`src/hdl/pd_policy_pkg.sv`:
```
package pd_policy_pkg;

    // register byte offsets
    localparam logic [7:0] CTRL_OFS = 8'h00;
    localparam logic [7:0] STATUS_OFS = 8'h04;
    localparam logic [7:0] PDO_COUNT_OFS = 8'h08;
    localparam logic [7:0] PDO0_OFS = 8'h0C;
    localparam logic [7:0] PDO1_OFS = 8'h10;
    localparam logic [7:0] PDO2_OFS = 8'h14;

    // control fields
    localparam int CTRL_ENABLE_BIT = 0;
    localparam int CTRL_RESTART_BIT = 1;
    localparam logic CTRL_ENABLE_RST = 1'h0;

    // status fields
    localparam int ST_VALID_BIT = 0;
    localparam int ST_RCPT_LSB = 1;
    localparam int ST_PROVIDER_BIT = 3;
    localparam int ST_RUNNING_BIT = 4;
    localparam int ST_EXT_BIT = 5;
    localparam int ST_MICRO_A_BIT = 6;
    localparam int ST_PENDING_BIT = 7;
    localparam int ST_CFG_LSB = 8;

    // power data object fields (fixed supply layout)
    localparam int PDO_CUR_LSB = 0;
    localparam int PDO_VOLT_LSB = 10;
    localparam int PDO_PEAK_LSB = 20;
    localparam logic [1:0] PEAK_DOUBLE = 2'h3;
    localparam logic [1:0] PEAK_NONE = 2'h0;

    // voltages in 50 mV units, currents in 10 mA units
    localparam logic [9:0] VOLT_5V = 10'h064;
    localparam logic [9:0] VOLT_12V = 10'h0F0;
    localparam logic [9:0] VOLT_20V = 10'h190;
    localparam logic [9:0] CUR_0A = 10'h000;
    localparam logic [9:0] CUR_1A = 10'h064;
    localparam logic [9:0] CUR_1A5 = 10'h096;
    localparam logic [9:0] CUR_2A = 10'h0C8;
    localparam logic [9:0] CUR_3A = 10'h12C;
    localparam logic [9:0] CUR_5A = 10'h1F4;

    // provider option bits of a configuration
    localparam int OPT_LEGACY = 0;
    localparam int OPT_P1 = 1;
    localparam int OPT_P2 = 2;
    localparam int OPT_P3 = 3;
    localparam int OPT_P4 = 4;
    localparam int OPT_P5 = 5;
    localparam int OPT_12V1A5 = 6;
    localparam int OPT_12V3A = 7;
    localparam int OPT_12V5A = 8;
    localparam int OPT_20V3A = 9;
    localparam int OPT_20V5A = 10;
    localparam int OPT_PEAK = 11;
    localparam int OPT_W = 12;

    typedef enum logic [1:0] {
        CLS_DFP_A = 2'b00,
        CLS_UFP_B = 2'b01,
        CLS_PC_A = 2'b10,
        CLS_PC_MICRO = 2'b11
    } cfg_class_t;

    typedef enum logic [1:0] {
        RCPT_NONE = 2'b00,
        RCPT_STANDARD_A_RECEPTACLE = 2'b01,
        RCPT_STANDARD_B_RECEPTACLE = 2'b10,
        RCPT_MICRO = 2'b11
    } rcpt_t;

    typedef enum logic [1:0] {
        ST_IDLE = 2'b00,
        ST_START = 2'b01,
        ST_RUN = 2'b10,
        ST_WAIT = 2'b11
    } fsm_t;

    typedef struct packed {
        logic valid;
        cfg_class_t cls;
        logic [4:0] num;
        logic [OPT_W-1:0] opts;
    } cfg_t;

    // pins sampled through the synchroniser
    typedef struct packed {
        logic [3:0] strap_select_high;
        logic [3:0] strap_select_low;
        logic ext_power;
        logic micro_a_present;
    } pins_t;

    // swap exchange and hard reset with the protocol engine
    typedef struct packed {
        logic swap_in_valid;
        logic swap_out_done;
        logic swap_out_accepted;
        logic hard_reset;
    } link_in_t;

    typedef struct packed {
        logic swap_out_req;
        logic swap_accept;
        logic swap_reject;
    } link_out_t;

endpackage : pd_policy_pkg

```
`src/hdl/pd_role_policy.sv`:
```
// Design decisions made here: the placing of the registers and register access over APB.
`timescale 1ns/100ps
module pd_role_policy (
    // apb slave
    input wire logic pclk,
    input wire logic presetn,
    input wire logic psel,
    input wire logic penable,
    input wire logic pwrite,
    input wire logic [7:0] paddr,
    input wire logic [31:0] pwdata,
    output logic [31:0] prdata,
    output logic pready,
    output logic pslverr,
    // strap and detection pins
    input wire pd_policy_pkg::pins_t pins,
    // protocol engine
    input wire pd_policy_pkg::link_in_t link_in,
    output pd_policy_pkg::link_out_t link_out,
    // policy state
    output logic provider_role,
    output logic role_active,
    output pd_policy_pkg::rcpt_t receptacle,
    output logic config_valid
);
    import pd_policy_pkg::*;

    typedef struct packed {
        pins_t sync1;
        pins_t sync2;
        fsm_t fsm;
        cfg_t cfg;
        logic enable;
        logic restart;
        logic provider;
        logic tried;
        logic ext_last;
        link_out_t lo;
        logic [2:0][31:0] pdo;
        logic [1:0] pdo_count;
        logic [31:0] prdata;
        logic pready;
        logic pslverr;
        logic active;
        rcpt_t rcpt;
    } state_t;

    state_t s_q;
    state_t s_d;

    function automatic cfg_t decode(input logic [3:0] hi,
                                    input logic [3:0] lo);
        cfg_t c;
        c = '0;
        c.valid = 1'b1;
        unique case (hi)
            4'h3: begin
                c.cls = CLS_DFP_A;
                c.num = 5'(lo);
                unique case (lo)
                    4'h1: c.opts[OPT_P1] = 1'b1;
                    4'h2: c.opts[OPT_P2] = 1'b1;
                    4'h3: c.opts[OPT_P3] = 1'b1;
                    4'h4: c.opts[OPT_P4] = 1'b1;
                    4'h5: c.opts[OPT_P5] = 1'b1;
                    4'h6: c.opts[OPT_12V1A5] = 1'b1;
                    4'h7: c.opts[OPT_12V3A] = 1'b1;
                    4'h8: c.opts[OPT_12V5A] = 1'b1;
                    default: c.valid = 1'b0;
                endcase
            end
            4'h4: begin
                c.cls = CLS_UFP_B;
                c.num = 5'(lo) + 5'h08;
                unique case (lo)
                    4'h1: c.opts[OPT_20V3A] = 1'b1;
                    4'h2: c.opts[OPT_20V5A] = 1'b1;
                    4'h3: c.opts[OPT_P4] = 1'b1;
                    4'h4: c.opts[OPT_P4] = 1'b1;
                    4'h5: c.opts[OPT_P5] = 1'b1;
                    4'h6: c.opts[OPT_P5] = 1'b1;
                    default: c.valid = 1'b0;
                endcase
                c.opts[OPT_PEAK] = (lo == 4'h4) || (lo == 4'h6);
            end
            4'h1: begin
                c.cls = CLS_PC_A;
                c.num = 5'(lo) + 5'h0E;
                c.valid = (lo >= 4'h1) && (lo <= 4'h8);
                c.opts[OPT_LEGACY] = (lo <= 4'h2);
                c.opts[OPT_P1] = (lo > 4'h2);
                c.opts[OPT_PEAK] = (lo > 4'h2) && !lo[0];
            end
            4'h2: begin
                c.cls = (lo <= 4'h2) ? CLS_PC_A : CLS_PC_MICRO;
                c.num = 5'(lo) + 5'h16;
                c.valid = (lo >= 4'h1) && (lo <= 4'h8);
                c.opts[OPT_LEGACY] = (lo == 4'h3) || (lo == 4'h4);
                c.opts[OPT_P1] = (lo <= 4'h2) || (lo >= 4'h5);
                c.opts[OPT_PEAK] = (lo == 4'h2) || ((lo >= 4'h5) && !lo[0]);
            end
            default: c.valid = 1'b0;
        endcase
        if (!c.valid) begin
            c = '0;
        end
        return c;
    endfunction : decode

    function automatic logic [9:0] max_cur(input logic [9:0] a,
                                           input logic [9:0] b);
        return (a > b) ? a : b;
    endfunction : max_cur

    // decode of the synchronised straps
    cfg_t cfg_now;
    // merged supply currents per voltage
    logic [9:0] cur5;
    logic [9:0] cur12;
    logic [9:0] cur20;
    logic [1:0] peak;
    logic [2:0][31:0] pdo_now;
    logic [1:0] pdo_cnt_now;
    // swap policy
    logic is_micro_a;
    logic dual_role;
    logic may_accept;
    logic may_initiate;
    logic default_provider;
    // apb
    logic setup;
    logic access;

    always_comb begin
        logic [31:0] obj;
        obj = '0;
        cfg_now = decode(s_q.sync2.strap_select_high,
                         s_q.sync2.strap_select_low);
        cur5 = CUR_0A;
        cur12 = CUR_0A;
        cur20 = CUR_0A;
        if (cfg_now.opts[OPT_LEGACY]) begin
            cur5 = CUR_1A;
        end
        if (|cfg_now.opts[OPT_P5:OPT_P1]) begin
            cur5 = max_cur(cur5, CUR_2A);
        end
        if (cfg_now.opts[OPT_P2] || cfg_now.opts[OPT_12V1A5]) begin
            cur12 = max_cur(cur12, CUR_1A5);
        end
        if (cfg_now.opts[OPT_P3] || cfg_now.opts[OPT_P4]
                || cfg_now.opts[OPT_12V3A]) begin
            cur12 = max_cur(cur12, CUR_3A);
        end
        if (cfg_now.opts[OPT_P5] || cfg_now.opts[OPT_12V5A]) begin
            cur12 = max_cur(cur12, CUR_5A);
        end
        if (cfg_now.opts[OPT_P4] || cfg_now.opts[OPT_20V3A]) begin
            cur20 = max_cur(cur20, CUR_3A);
        end
        if (cfg_now.opts[OPT_P5] || cfg_now.opts[OPT_20V5A]) begin
            cur20 = max_cur(cur20, CUR_5A);
        end
        // a 5 V object is offered with every valid configuration
        if (cfg_now.valid && cur5 == CUR_0A) begin
            cur5 = CUR_1A;
        end
        peak = cfg_now.opts[OPT_PEAK] ? PEAK_DOUBLE : PEAK_NONE;
        // one object per voltage, packed from the lowest voltage up
        pdo_now = '0;
        pdo_cnt_now = 2'h0;
        if (cfg_now.valid) begin
            obj = '0;
            obj[PDO_PEAK_LSB +: 2] = peak;
            obj[PDO_VOLT_LSB +: 10] = VOLT_5V;
            obj[PDO_CUR_LSB +: 10] = cur5;
            pdo_now[0] = obj;
            pdo_cnt_now = 2'h1;
            if (cur12 != CUR_0A) begin
                obj[PDO_VOLT_LSB +: 10] = VOLT_12V;
                obj[PDO_CUR_LSB +: 10] = cur12;
                pdo_now[pdo_cnt_now] = obj;
                pdo_cnt_now = pdo_cnt_now + 2'h1;
            end
            if (cur20 != CUR_0A) begin
                obj[PDO_VOLT_LSB +: 10] = VOLT_20V;
                obj[PDO_CUR_LSB +: 10] = cur20;
                pdo_now[pdo_cnt_now] = obj;
                pdo_cnt_now = pdo_cnt_now + 2'h1;
            end
        end
    end

    always_comb begin
        is_micro_a = s_q.sync2.micro_a_present;
        dual_role = (s_q.cfg.cls == CLS_PC_A)
            || (s_q.cfg.cls == CLS_PC_MICRO && is_micro_a);
        may_accept = 1'b0;
        may_initiate = 1'b0;
        default_provider = 1'b0;
        if (s_q.cfg.valid) begin
            unique case (s_q.cfg.cls)
                CLS_DFP_A: begin
                    default_provider = 1'b1;
                end
                CLS_UFP_B: begin
                    may_accept = 1'b1;
                    may_initiate = !s_q.provider;
                end
                CLS_PC_A, CLS_PC_MICRO: begin
                    default_provider = dual_role;
                    if (dual_role) begin
                        // current level of the external supply
                        may_accept = s_q.provider ? !s_q.sync2.ext_power
                                                  : s_q.sync2.ext_power;
                        may_initiate = may_accept;
                    end
                end
            endcase
        end
    end

    always_comb begin
        setup = psel && !penable;
        access = psel && penable;
        s_d = s_q;
        s_d.sync1 = pins;
        s_d.sync2 = s_q.sync1;
        s_d.cfg = cfg_now;
        s_d.pdo = pdo_now;
        s_d.pdo_count = pdo_cnt_now;
        s_d.ext_last = s_q.sync2.ext_power;
        s_d.lo.swap_accept = 1'b0;
        s_d.lo.swap_reject = 1'b0;
        s_d.restart = 1'b0;
        // apb: answer in the first access cycle
        s_d.pready = setup;
        s_d.pslverr = 1'b0;
        s_d.prdata = '0;
        if (setup) begin
            unique case (paddr)
                CTRL_OFS: begin
                    s_d.prdata[CTRL_ENABLE_BIT] = s_q.enable;
                end
                STATUS_OFS: begin
                    s_d.prdata[ST_VALID_BIT] = s_q.cfg.valid;
                    s_d.prdata[ST_RCPT_LSB +: 2] = receptacle;
                    s_d.prdata[ST_PROVIDER_BIT] = s_q.provider;
                    s_d.prdata[ST_RUNNING_BIT] = role_active;
                    s_d.prdata[ST_EXT_BIT] = s_q.sync2.ext_power;
                    s_d.prdata[ST_MICRO_A_BIT] = is_micro_a;
                    s_d.prdata[ST_PENDING_BIT] = s_q.lo.swap_out_req;
                    s_d.prdata[ST_CFG_LSB +: 5] = s_q.cfg.num;
                end
                PDO_COUNT_OFS: s_d.prdata[1:0] = s_q.pdo_count;
                PDO0_OFS: s_d.prdata = s_q.pdo[0];
                PDO1_OFS: s_d.prdata = s_q.pdo[1];
                PDO2_OFS: s_d.prdata = s_q.pdo[2];
                default: s_d.pslverr = 1'b1;
            endcase
        end
        if (access && pready && pwrite && paddr == CTRL_OFS) begin
            s_d.enable = pwdata[CTRL_ENABLE_BIT];
            s_d.restart = pwdata[CTRL_RESTART_BIT];
        end
        // role machine
        unique case (s_q.fsm)
            ST_IDLE: begin
                s_d.provider = 1'b0;
                s_d.lo.swap_out_req = 1'b0;
                if (s_q.enable) begin
                    s_d.fsm = ST_START;
                end
            end
            ST_START: begin
                s_d.provider = default_provider;
                s_d.tried = 1'b0;
                s_d.lo.swap_out_req = 1'b0;
                s_d.fsm = ST_RUN;
            end
            ST_RUN: begin
                if (link_in.swap_in_valid) begin
                    if (may_accept) begin
                        s_d.lo.swap_accept = 1'b1;
                        s_d.provider = !s_q.provider;
                        s_d.tried = s_q.cfg.cls == CLS_UFP_B;
                    end else begin
                        s_d.lo.swap_reject = 1'b1;
                    end
                end else if (may_initiate && !s_q.tried) begin
                    s_d.lo.swap_out_req = 1'b1;
                    s_d.tried = 1'b1;
                    s_d.fsm = ST_WAIT;
                end
                if (s_q.cfg.cls != CLS_UFP_B
                        && s_q.ext_last != s_q.sync2.ext_power) begin
                    s_d.tried = 1'b0;
                end
                if (s_q.cfg.cls == CLS_PC_MICRO && !is_micro_a) begin
                    s_d.provider = 1'b0;
                end
            end
            ST_WAIT: begin
                if (link_in.swap_in_valid) begin
                    s_d.lo.swap_reject = 1'b1;
                end
                if (link_in.swap_out_done) begin
                    s_d.lo.swap_out_req = 1'b0;
                    s_d.fsm = ST_RUN;
                    if (link_in.swap_out_accepted) begin
                        s_d.provider = !s_q.provider;
                        s_d.tried = s_q.cfg.cls == CLS_UFP_B;
                    end
                end
            end
        endcase
        // restart from startup on hard reset, software restart or new straps
        if (s_q.fsm != ST_IDLE && (link_in.hard_reset || s_q.restart
                || cfg_now != s_q.cfg)) begin
            s_d.fsm = ST_START;
            s_d.lo.swap_out_req = 1'b0;
        end
        if (!s_q.enable) begin
            s_d.fsm = ST_IDLE;
            s_d.lo.swap_out_req = 1'b0;
        end
        // role outputs leave the block from flops
        s_d.active = (s_d.fsm == ST_RUN || s_d.fsm == ST_WAIT)
            && s_d.cfg.valid;
        unique case (s_d.cfg.cls)
            CLS_DFP_A, CLS_PC_A: s_d.rcpt = RCPT_STANDARD_A_RECEPTACLE;
            CLS_UFP_B: s_d.rcpt = RCPT_STANDARD_B_RECEPTACLE;
            CLS_PC_MICRO: s_d.rcpt = RCPT_MICRO;
        endcase
        if (!s_d.cfg.valid) begin
            s_d.rcpt = RCPT_NONE;
        end
    end

    always_ff @(posedge pclk or negedge presetn) begin
        if (!presetn) begin
            s_q <= '0;
            s_q.enable <= CTRL_ENABLE_RST;
        end else begin
            s_q <= s_d;
        end
    end

    always_comb begin
        prdata = s_q.prdata;
        pready = s_q.pready;
        pslverr = s_q.pslverr;
        link_out = s_q.lo;
        provider_role = s_q.provider;
        role_active = s_q.active;
        config_valid = s_q.cfg.valid;
        receptacle = s_q.rcpt;
    end

endmodule : pd_role_policy

```
`config.mk`:
```
export PLATFORM = sky130hd
export DESIGN_NAME = pd_role_policy
export DESIGN_NICKNAME = d
export VERILOG_FILES = /design/src/hdl/pd_policy_pkg.sv /design/src/hdl/pd_role_policy.sv
export SDC_FILE = /design/constraint.sdc
export NUM_CORES = 1
export LEC_CHECK = 0
export ABC_CLOCK_PERIOD_IN_PS = 5500
export BUFFER_PORTS_ARGS = -buffer_cell sky130_fd_sc_hd__buf_2
export CORE_MARGIN = 5
export CORE_UTILIZATION = 45
export CTS_CLUSTER_DIAMETER = 40
export CTS_CLUSTER_SIZE = 40
export DETAILED_ROUTE_END_ITERATION = 12
export GPL_ROUTABILITY_DRIVEN = 0
export GPL_TIMING_DRIVEN = 0
export PLACE_DENSITY = 0.75
export SLEW_MARGIN = 10
export SYNTH_ARGS = -nofsm -noshare
export SYNTH_HDL_FRONTEND = slang
export SYNTH_SLANG_ARGS = --single-unit
export TNS_END_PERCENT = 50
```
`constraint.sdc`:
```
create_clock -name pclk -period 5.5 [get_ports pclk]
set_input_delay 1.1 -clock pclk [delete_from_list [all_inputs] [get_ports pclk]]
set_output_delay 1.1 -clock pclk [all_outputs]
set_load 0.02 [all_outputs]
```
## After elaboration in Yosys (flattened, before gate mapping)

Index checks and enable logic that the tools add are counted.

- Add/sub/neg operators: 4
- Order comparisons: 11
- Eq/ne operators: 40
- Mux-type cells: 92
- Reductions and logical operators: 58

Operators with widths:

| cell | number |
|---|---|
| $mux 96 | 2 |
| $bwmux 96 | 1 |
| $mux 32 | 3 |
| $mux 10 | 9 |
| $demux 32 s2 | 1 |
| $pmux 19 s3 | 1 |
| $pmux 11 s4 | 1 |
| $mux 1 | 34 |
| $mux 2 | 17 |
| $gt 10x9->1 const B | 3 |
| $pmux 7 s4 | 1 |
| $mux 22 | 1 |
| $eq 4x3->1 const B | 5 |
| $mux 20 | 1 |
| $ne 20x20->1 | 1 |
| $ne 4x4->1 const B | 5 |
| $reduce_bool 10->1 | 2 |
| $eq 2x2->1 const B | 8 |
| $eq 4x2->1 const B | 4 |
| $eq 8x4->1 const B | 2 |
| $eq 8x5->1 const B | 2 |
| $logic_and 1x1->1 | 16 |
| $pmux 1 s3 | 5 |
| $logic_or 1x1->1 | 14 |
| other kinds (43) | 66 |

- Flip-flop bits (word level): 185
- Input bits: 59

## Depth between registers and ports, before layout

- Depth in word-level cells: 23
- Mapped depth: 12

## Least setup slack after synthesis

OpenSTA, ideal clock, no wires.

- Kind: register -> register
- Start: reg s_q[174] (netlist bit)
- End: reg s_q, in the netlist role_active
- Arrival time: 2.976 ns
- Required time: 5.419 ns
- Setup slack: 2.443 ns
- Cell stages (with the launch flop): 13
- Path buffers: 0
- Clock period less this slack: 3.057 ns
- Cells stage by stage: dfrtp_1 -> or2_1 -> or3b_1 -> ha_1 -> a21oi_1 -> ha_1 -> nor2_1 -> a211oi_1 -> xnor2_1 -> o41a_1 -> a211oi_2 -> nand4_1 -> nor3_2

RTL lines:

| element | RTL line | RTL |
|---|---|---|
| start, declared | pd_role_policy.sv:48 | `state_t s_q;` |

==> impl_metrics.json <==
{
  "h-tree-depth": 3,
  "ys.flop_type": "dfrtp_1",
  "cts_tree": "yes",
  "path_delay_family": "simple AND/OR/NAND/NOR gates",
  "vias_per_cell": 5.19,
  "skew_ns": 0.0108,
  "synth-simple-area-share_pct": 21.0,
  "tightest_slew_ns": 0.643,
  "synth_compound_area_share_pct": 12.6,
  "fill_cells": 863,
  "worst_path_most_repeated_cell": "ha_1",
  "yosysWarningCount": 0,
  "dieArea_um2": 11900,
  "chipWidth_um": 109,
  "start_util_pct": 45.7,
  "path_cells": "or2_1 -> or3b_1 -> ha_1 -> a21oi_1 -> ha_1 -> nor2_1 -> a211oi_1 -> xnor2_1 -> o41a_1 -> a211oi_2 -> nand4_1 -> nor3_2",
  "postSynthCellCount": 443,
  "met3_usage_pct": 4.50,
  "critPathBufInv": 0,
  "synth_xor_xnor_area_share_pct": 2.59,
  "drc": 0,
  "worstSetupPathType": "reg2reg",
  "report.final.setup_viol": 0,
  "ctsResizeCount": 0,
  "placed_cell_area_um2": 4930,
  "synth_fa_ha_area_share_pct": 1.99,
  "leakagePower_nw": 2.49,
  "vdd_drop_max_mv": 0.144,
  "clockBufferDepth": 2,
  "r2r_cells": 12,
  "ys_seq_elements": 88,
  "fmax_ghz": 0.296,
  "ios": 101,
  "period_share_pct": 61.3,
  "gr-total-overflow": 0,
  "stdcell_area_um2": 5130,
  "worstSetupEndpointType": "flip-flop",
  "drt_iter0_markers": 269,
  "maxSlewViolCount": 0,
  "hp-start": "s_d[169]$_DFF_PN0_",
  "grt_max_degree": 69,
  "cts_setup_buffers": 0,
  "critPathLaunchType": "flip-flop",
  "crit_cells": 12,
  "power.density_nw_per_um2": 242,
  "antenna_found_initial": 0,
  "syn_avg_cell_area_um2": 9.94,
  "seq_area_frac_synth_pct": 50.0,
  "hold_buffers": 0,
  "cpPeakStageDelay_ns": 0.46,
  "rsz0062_at_grt": "no",
  "drive_gt1_share_pct": 25.0,
  "cap_violations": 0,
  "area_growth_pct": 16.6,
  "r2r-end": "role_active$_DFF_PN0_",
  "fin_crit_ns": 3.37,
  "maxSlewHeadroom_pct": 57.0,
  "crit_end": "role_active$_DFF_PN0_",
  "worstPathRequired_ns": 5.78,
  "async_flop_share_pct": 100,
  "portBuffers": 58,
  "tns_ns": 0,
  "hold-path-cell-count": 0,
  "slowest_stage": "dfrtp_1",
  "met1_usage_pct": 22.2,
  "holdWs_ns": 0.352,
  "crit_arrival_ns": 3.66,
  "hold_path_class": "reg2reg",
  "regToRegSetupSlack_ns": 2.13,
  "clkTransAtPathRegs_ns": 0.09,
  "synthDistinctLibCells": 70,
  "run_status": "finished clean",
  "antenna_left": 0,
  "nNetsFinal": 590,
  "place_ws_ns": 2.11,
  "hold_viol_final": 0,
  "clkLatencyLatePin_ns": 0.36,
  "grt_pass1_vias": 3252,
  "critical_path.reg2reg.startpoint": "s_q[174]$_DFF_PN0_",
  "dr.pass1.iters": 5,
  "coreArea_um2": 9640,
  "grt_usage_pct": 16.7,
  "dpl.hpwl_um": 7210,
  "grt_pass1_wl_um": 15600,
  "critical_path.startpoint": "s_q[174]$_DFF_PN0_",
  "n_antenna_cell": 0,
  "synthMuxAreaShare_pct": 2.30,
  "wl_um": 9490,
  "die_h_um": 109,
  "instances_no_fill": 662,
  "wl_per_cell_um": 14.3,
  "num_vias": 3435,
  "synth_edf_count": 0,
  "syn-cell-area_um2": 4400,
  "worstPathMaxFanout": 8,
  "fin_ws_ns": 2.13,
  "cts-root-buf": "clkbuf_8",
  "dp_cells": 646,
  "cts.sinks": 88,
  "use_met2_pct": 25.4,
  "numCtsBuffers": 9,
  "fp-row-count": 36,
  "synth_top_family_by_area": "simple AND/OR/NAND/NOR gates",
  "top_usage_layer": "met2"
}
## worst min path at each step
stage / to
after floorplan: is_micro_a$_DFF_PN0_
after global placement: s_q[172]$_DFF_PN0_
after detailed placement: s_d[138]$_DFF_PN0_
after CTS: s_q[171]$_DFF_PN0_
after global routing: s_d[138]$_DFF_PN0_
final: s_q[169]$_DFF_PN0_
## power by group
group	switching, mW	internal (mW)
registers	0.00982	0.661
logic	0.0778	0.0455
clock network	0.236	0.214
## metal layers
| metal | vias up | routed length, µm |
|---|---|---|
| li1 | 1662 | - |
| met1 | 1589 | 4130 |
| met2 | 149 | 4270 |
| met3 | 35 | 733 |
| met4 | 0 | 347 |
| met5 | - | 0 |
## worst register-to-register path, stage by stage (launching register included)
cell and delay (ns):
dfrtp_1 0.46, or2_1 0.31, or3b_1 0.43, ha_1 0.35, a21oi_1 0.08, ha_1 0.27, nor2_1 0.05, a211oi_1 0.33
xnor2_1 0.11, o41a_1 0.33, a211oi_2 0.25, nand4_1 0.19, nor3_2 0.14
## through the flow
stage	power (mW)	utilization, %
after floorplan	0.758	-
final	1.24	53.2
after global routing	1.31	53.2
after detailed placement	0.806	51.1
after CTS	1.25	53.2
after global placement	0.799	50.8
## cells by family after synthesis
logic type | after synthesis
AND/OR/NAND/NOR | 172
flip-flops | 88
AO/OA/AOI/OAI | 80
buffers and inverters | 72
XOR/XNOR | 13
multiplexers | 10
adder cells (fa/ha/maj) | 7
other | 1
## placed cells by master (no fill, tap or decap), types with 3 or more instances in the layout
master / netlist / routed
dfrtp_1: 88 / 88
buf_2: 1 / 58
nor2_1: 54 / 54
buf_4: 38 / 39
nand2_1: 28 / 28
a21oi_1: 25 / 25
clkbuf_1: 16 / 16
nor3_1: 15 / 15
inv_1: 13 / 13
o21ai_0: 13 / 13
conb_1: 1 / 12
nor2b_1: 11 / 11
nand2b_1: 10 / 10
mux2i_1: 9 / 9
xnor2_1: 9 / 9
clkbuf_8: 0 / 9
and3_1: 8 / 8
ha_1: 7 / 7
nand4b_1: 5 / 5
nand4_1: 5 / 5
or3_1: 4 / 4
xor2_1: 4 / 4
a31oi_1: 3 / 3
nand3_1: 3 / 3
or2_1: 3 / 3
inv_2: 3 / 3
or4b_1: 3 / 3
a211oi_2: 3 / 3
o31a_1: 3 / 3
nand3b_1: 3 / 3
nor4_1: 3 / 3
## final cells by class
type                            instances  area (µm²)  area share (%)
Sequential cell                        88        2200            42.9
Multi-Input combinational cell        294        1830            35.6
Buffer                                 56         354            6.90
Timing Repair Buffer                   59         320            6.24
Tap cell                              133         166            3.24
Clock buffer                            9         124            2.41
Clock inverter                          7        77.6            1.51
Inverter                               16        60.1            1.17
## cell usage after synthesis, drive strengths merged (9+ instances only)
cell | count | share of area (%)
a21oi | 25 | 2.8
buf | 40 | 6.7
clkbuf | 16 | 1.4
dfrtp | 88 | 50
inv | 16 | 1.4
mux2i | 9 | 2.0
nand2 | 28 | 2.4
nand2b | 10 | 1.4
nor2 | 54 | 4.6
nor2b | 11 | 1.6
nor3 | 16 | 1.9
o21ai | 14 | 1.6
xnor2 | 9 | 1.8
## state kept, by name, summed over array words and instances (netlist names)
register	count
prdata	17
provider_role	1
pready	1
s_q	51
link_out	3
is_micro_a	1
s_d	11
pslverr	1
role_active	1
receptacle	1
Power figures use the tool's default switching activity.
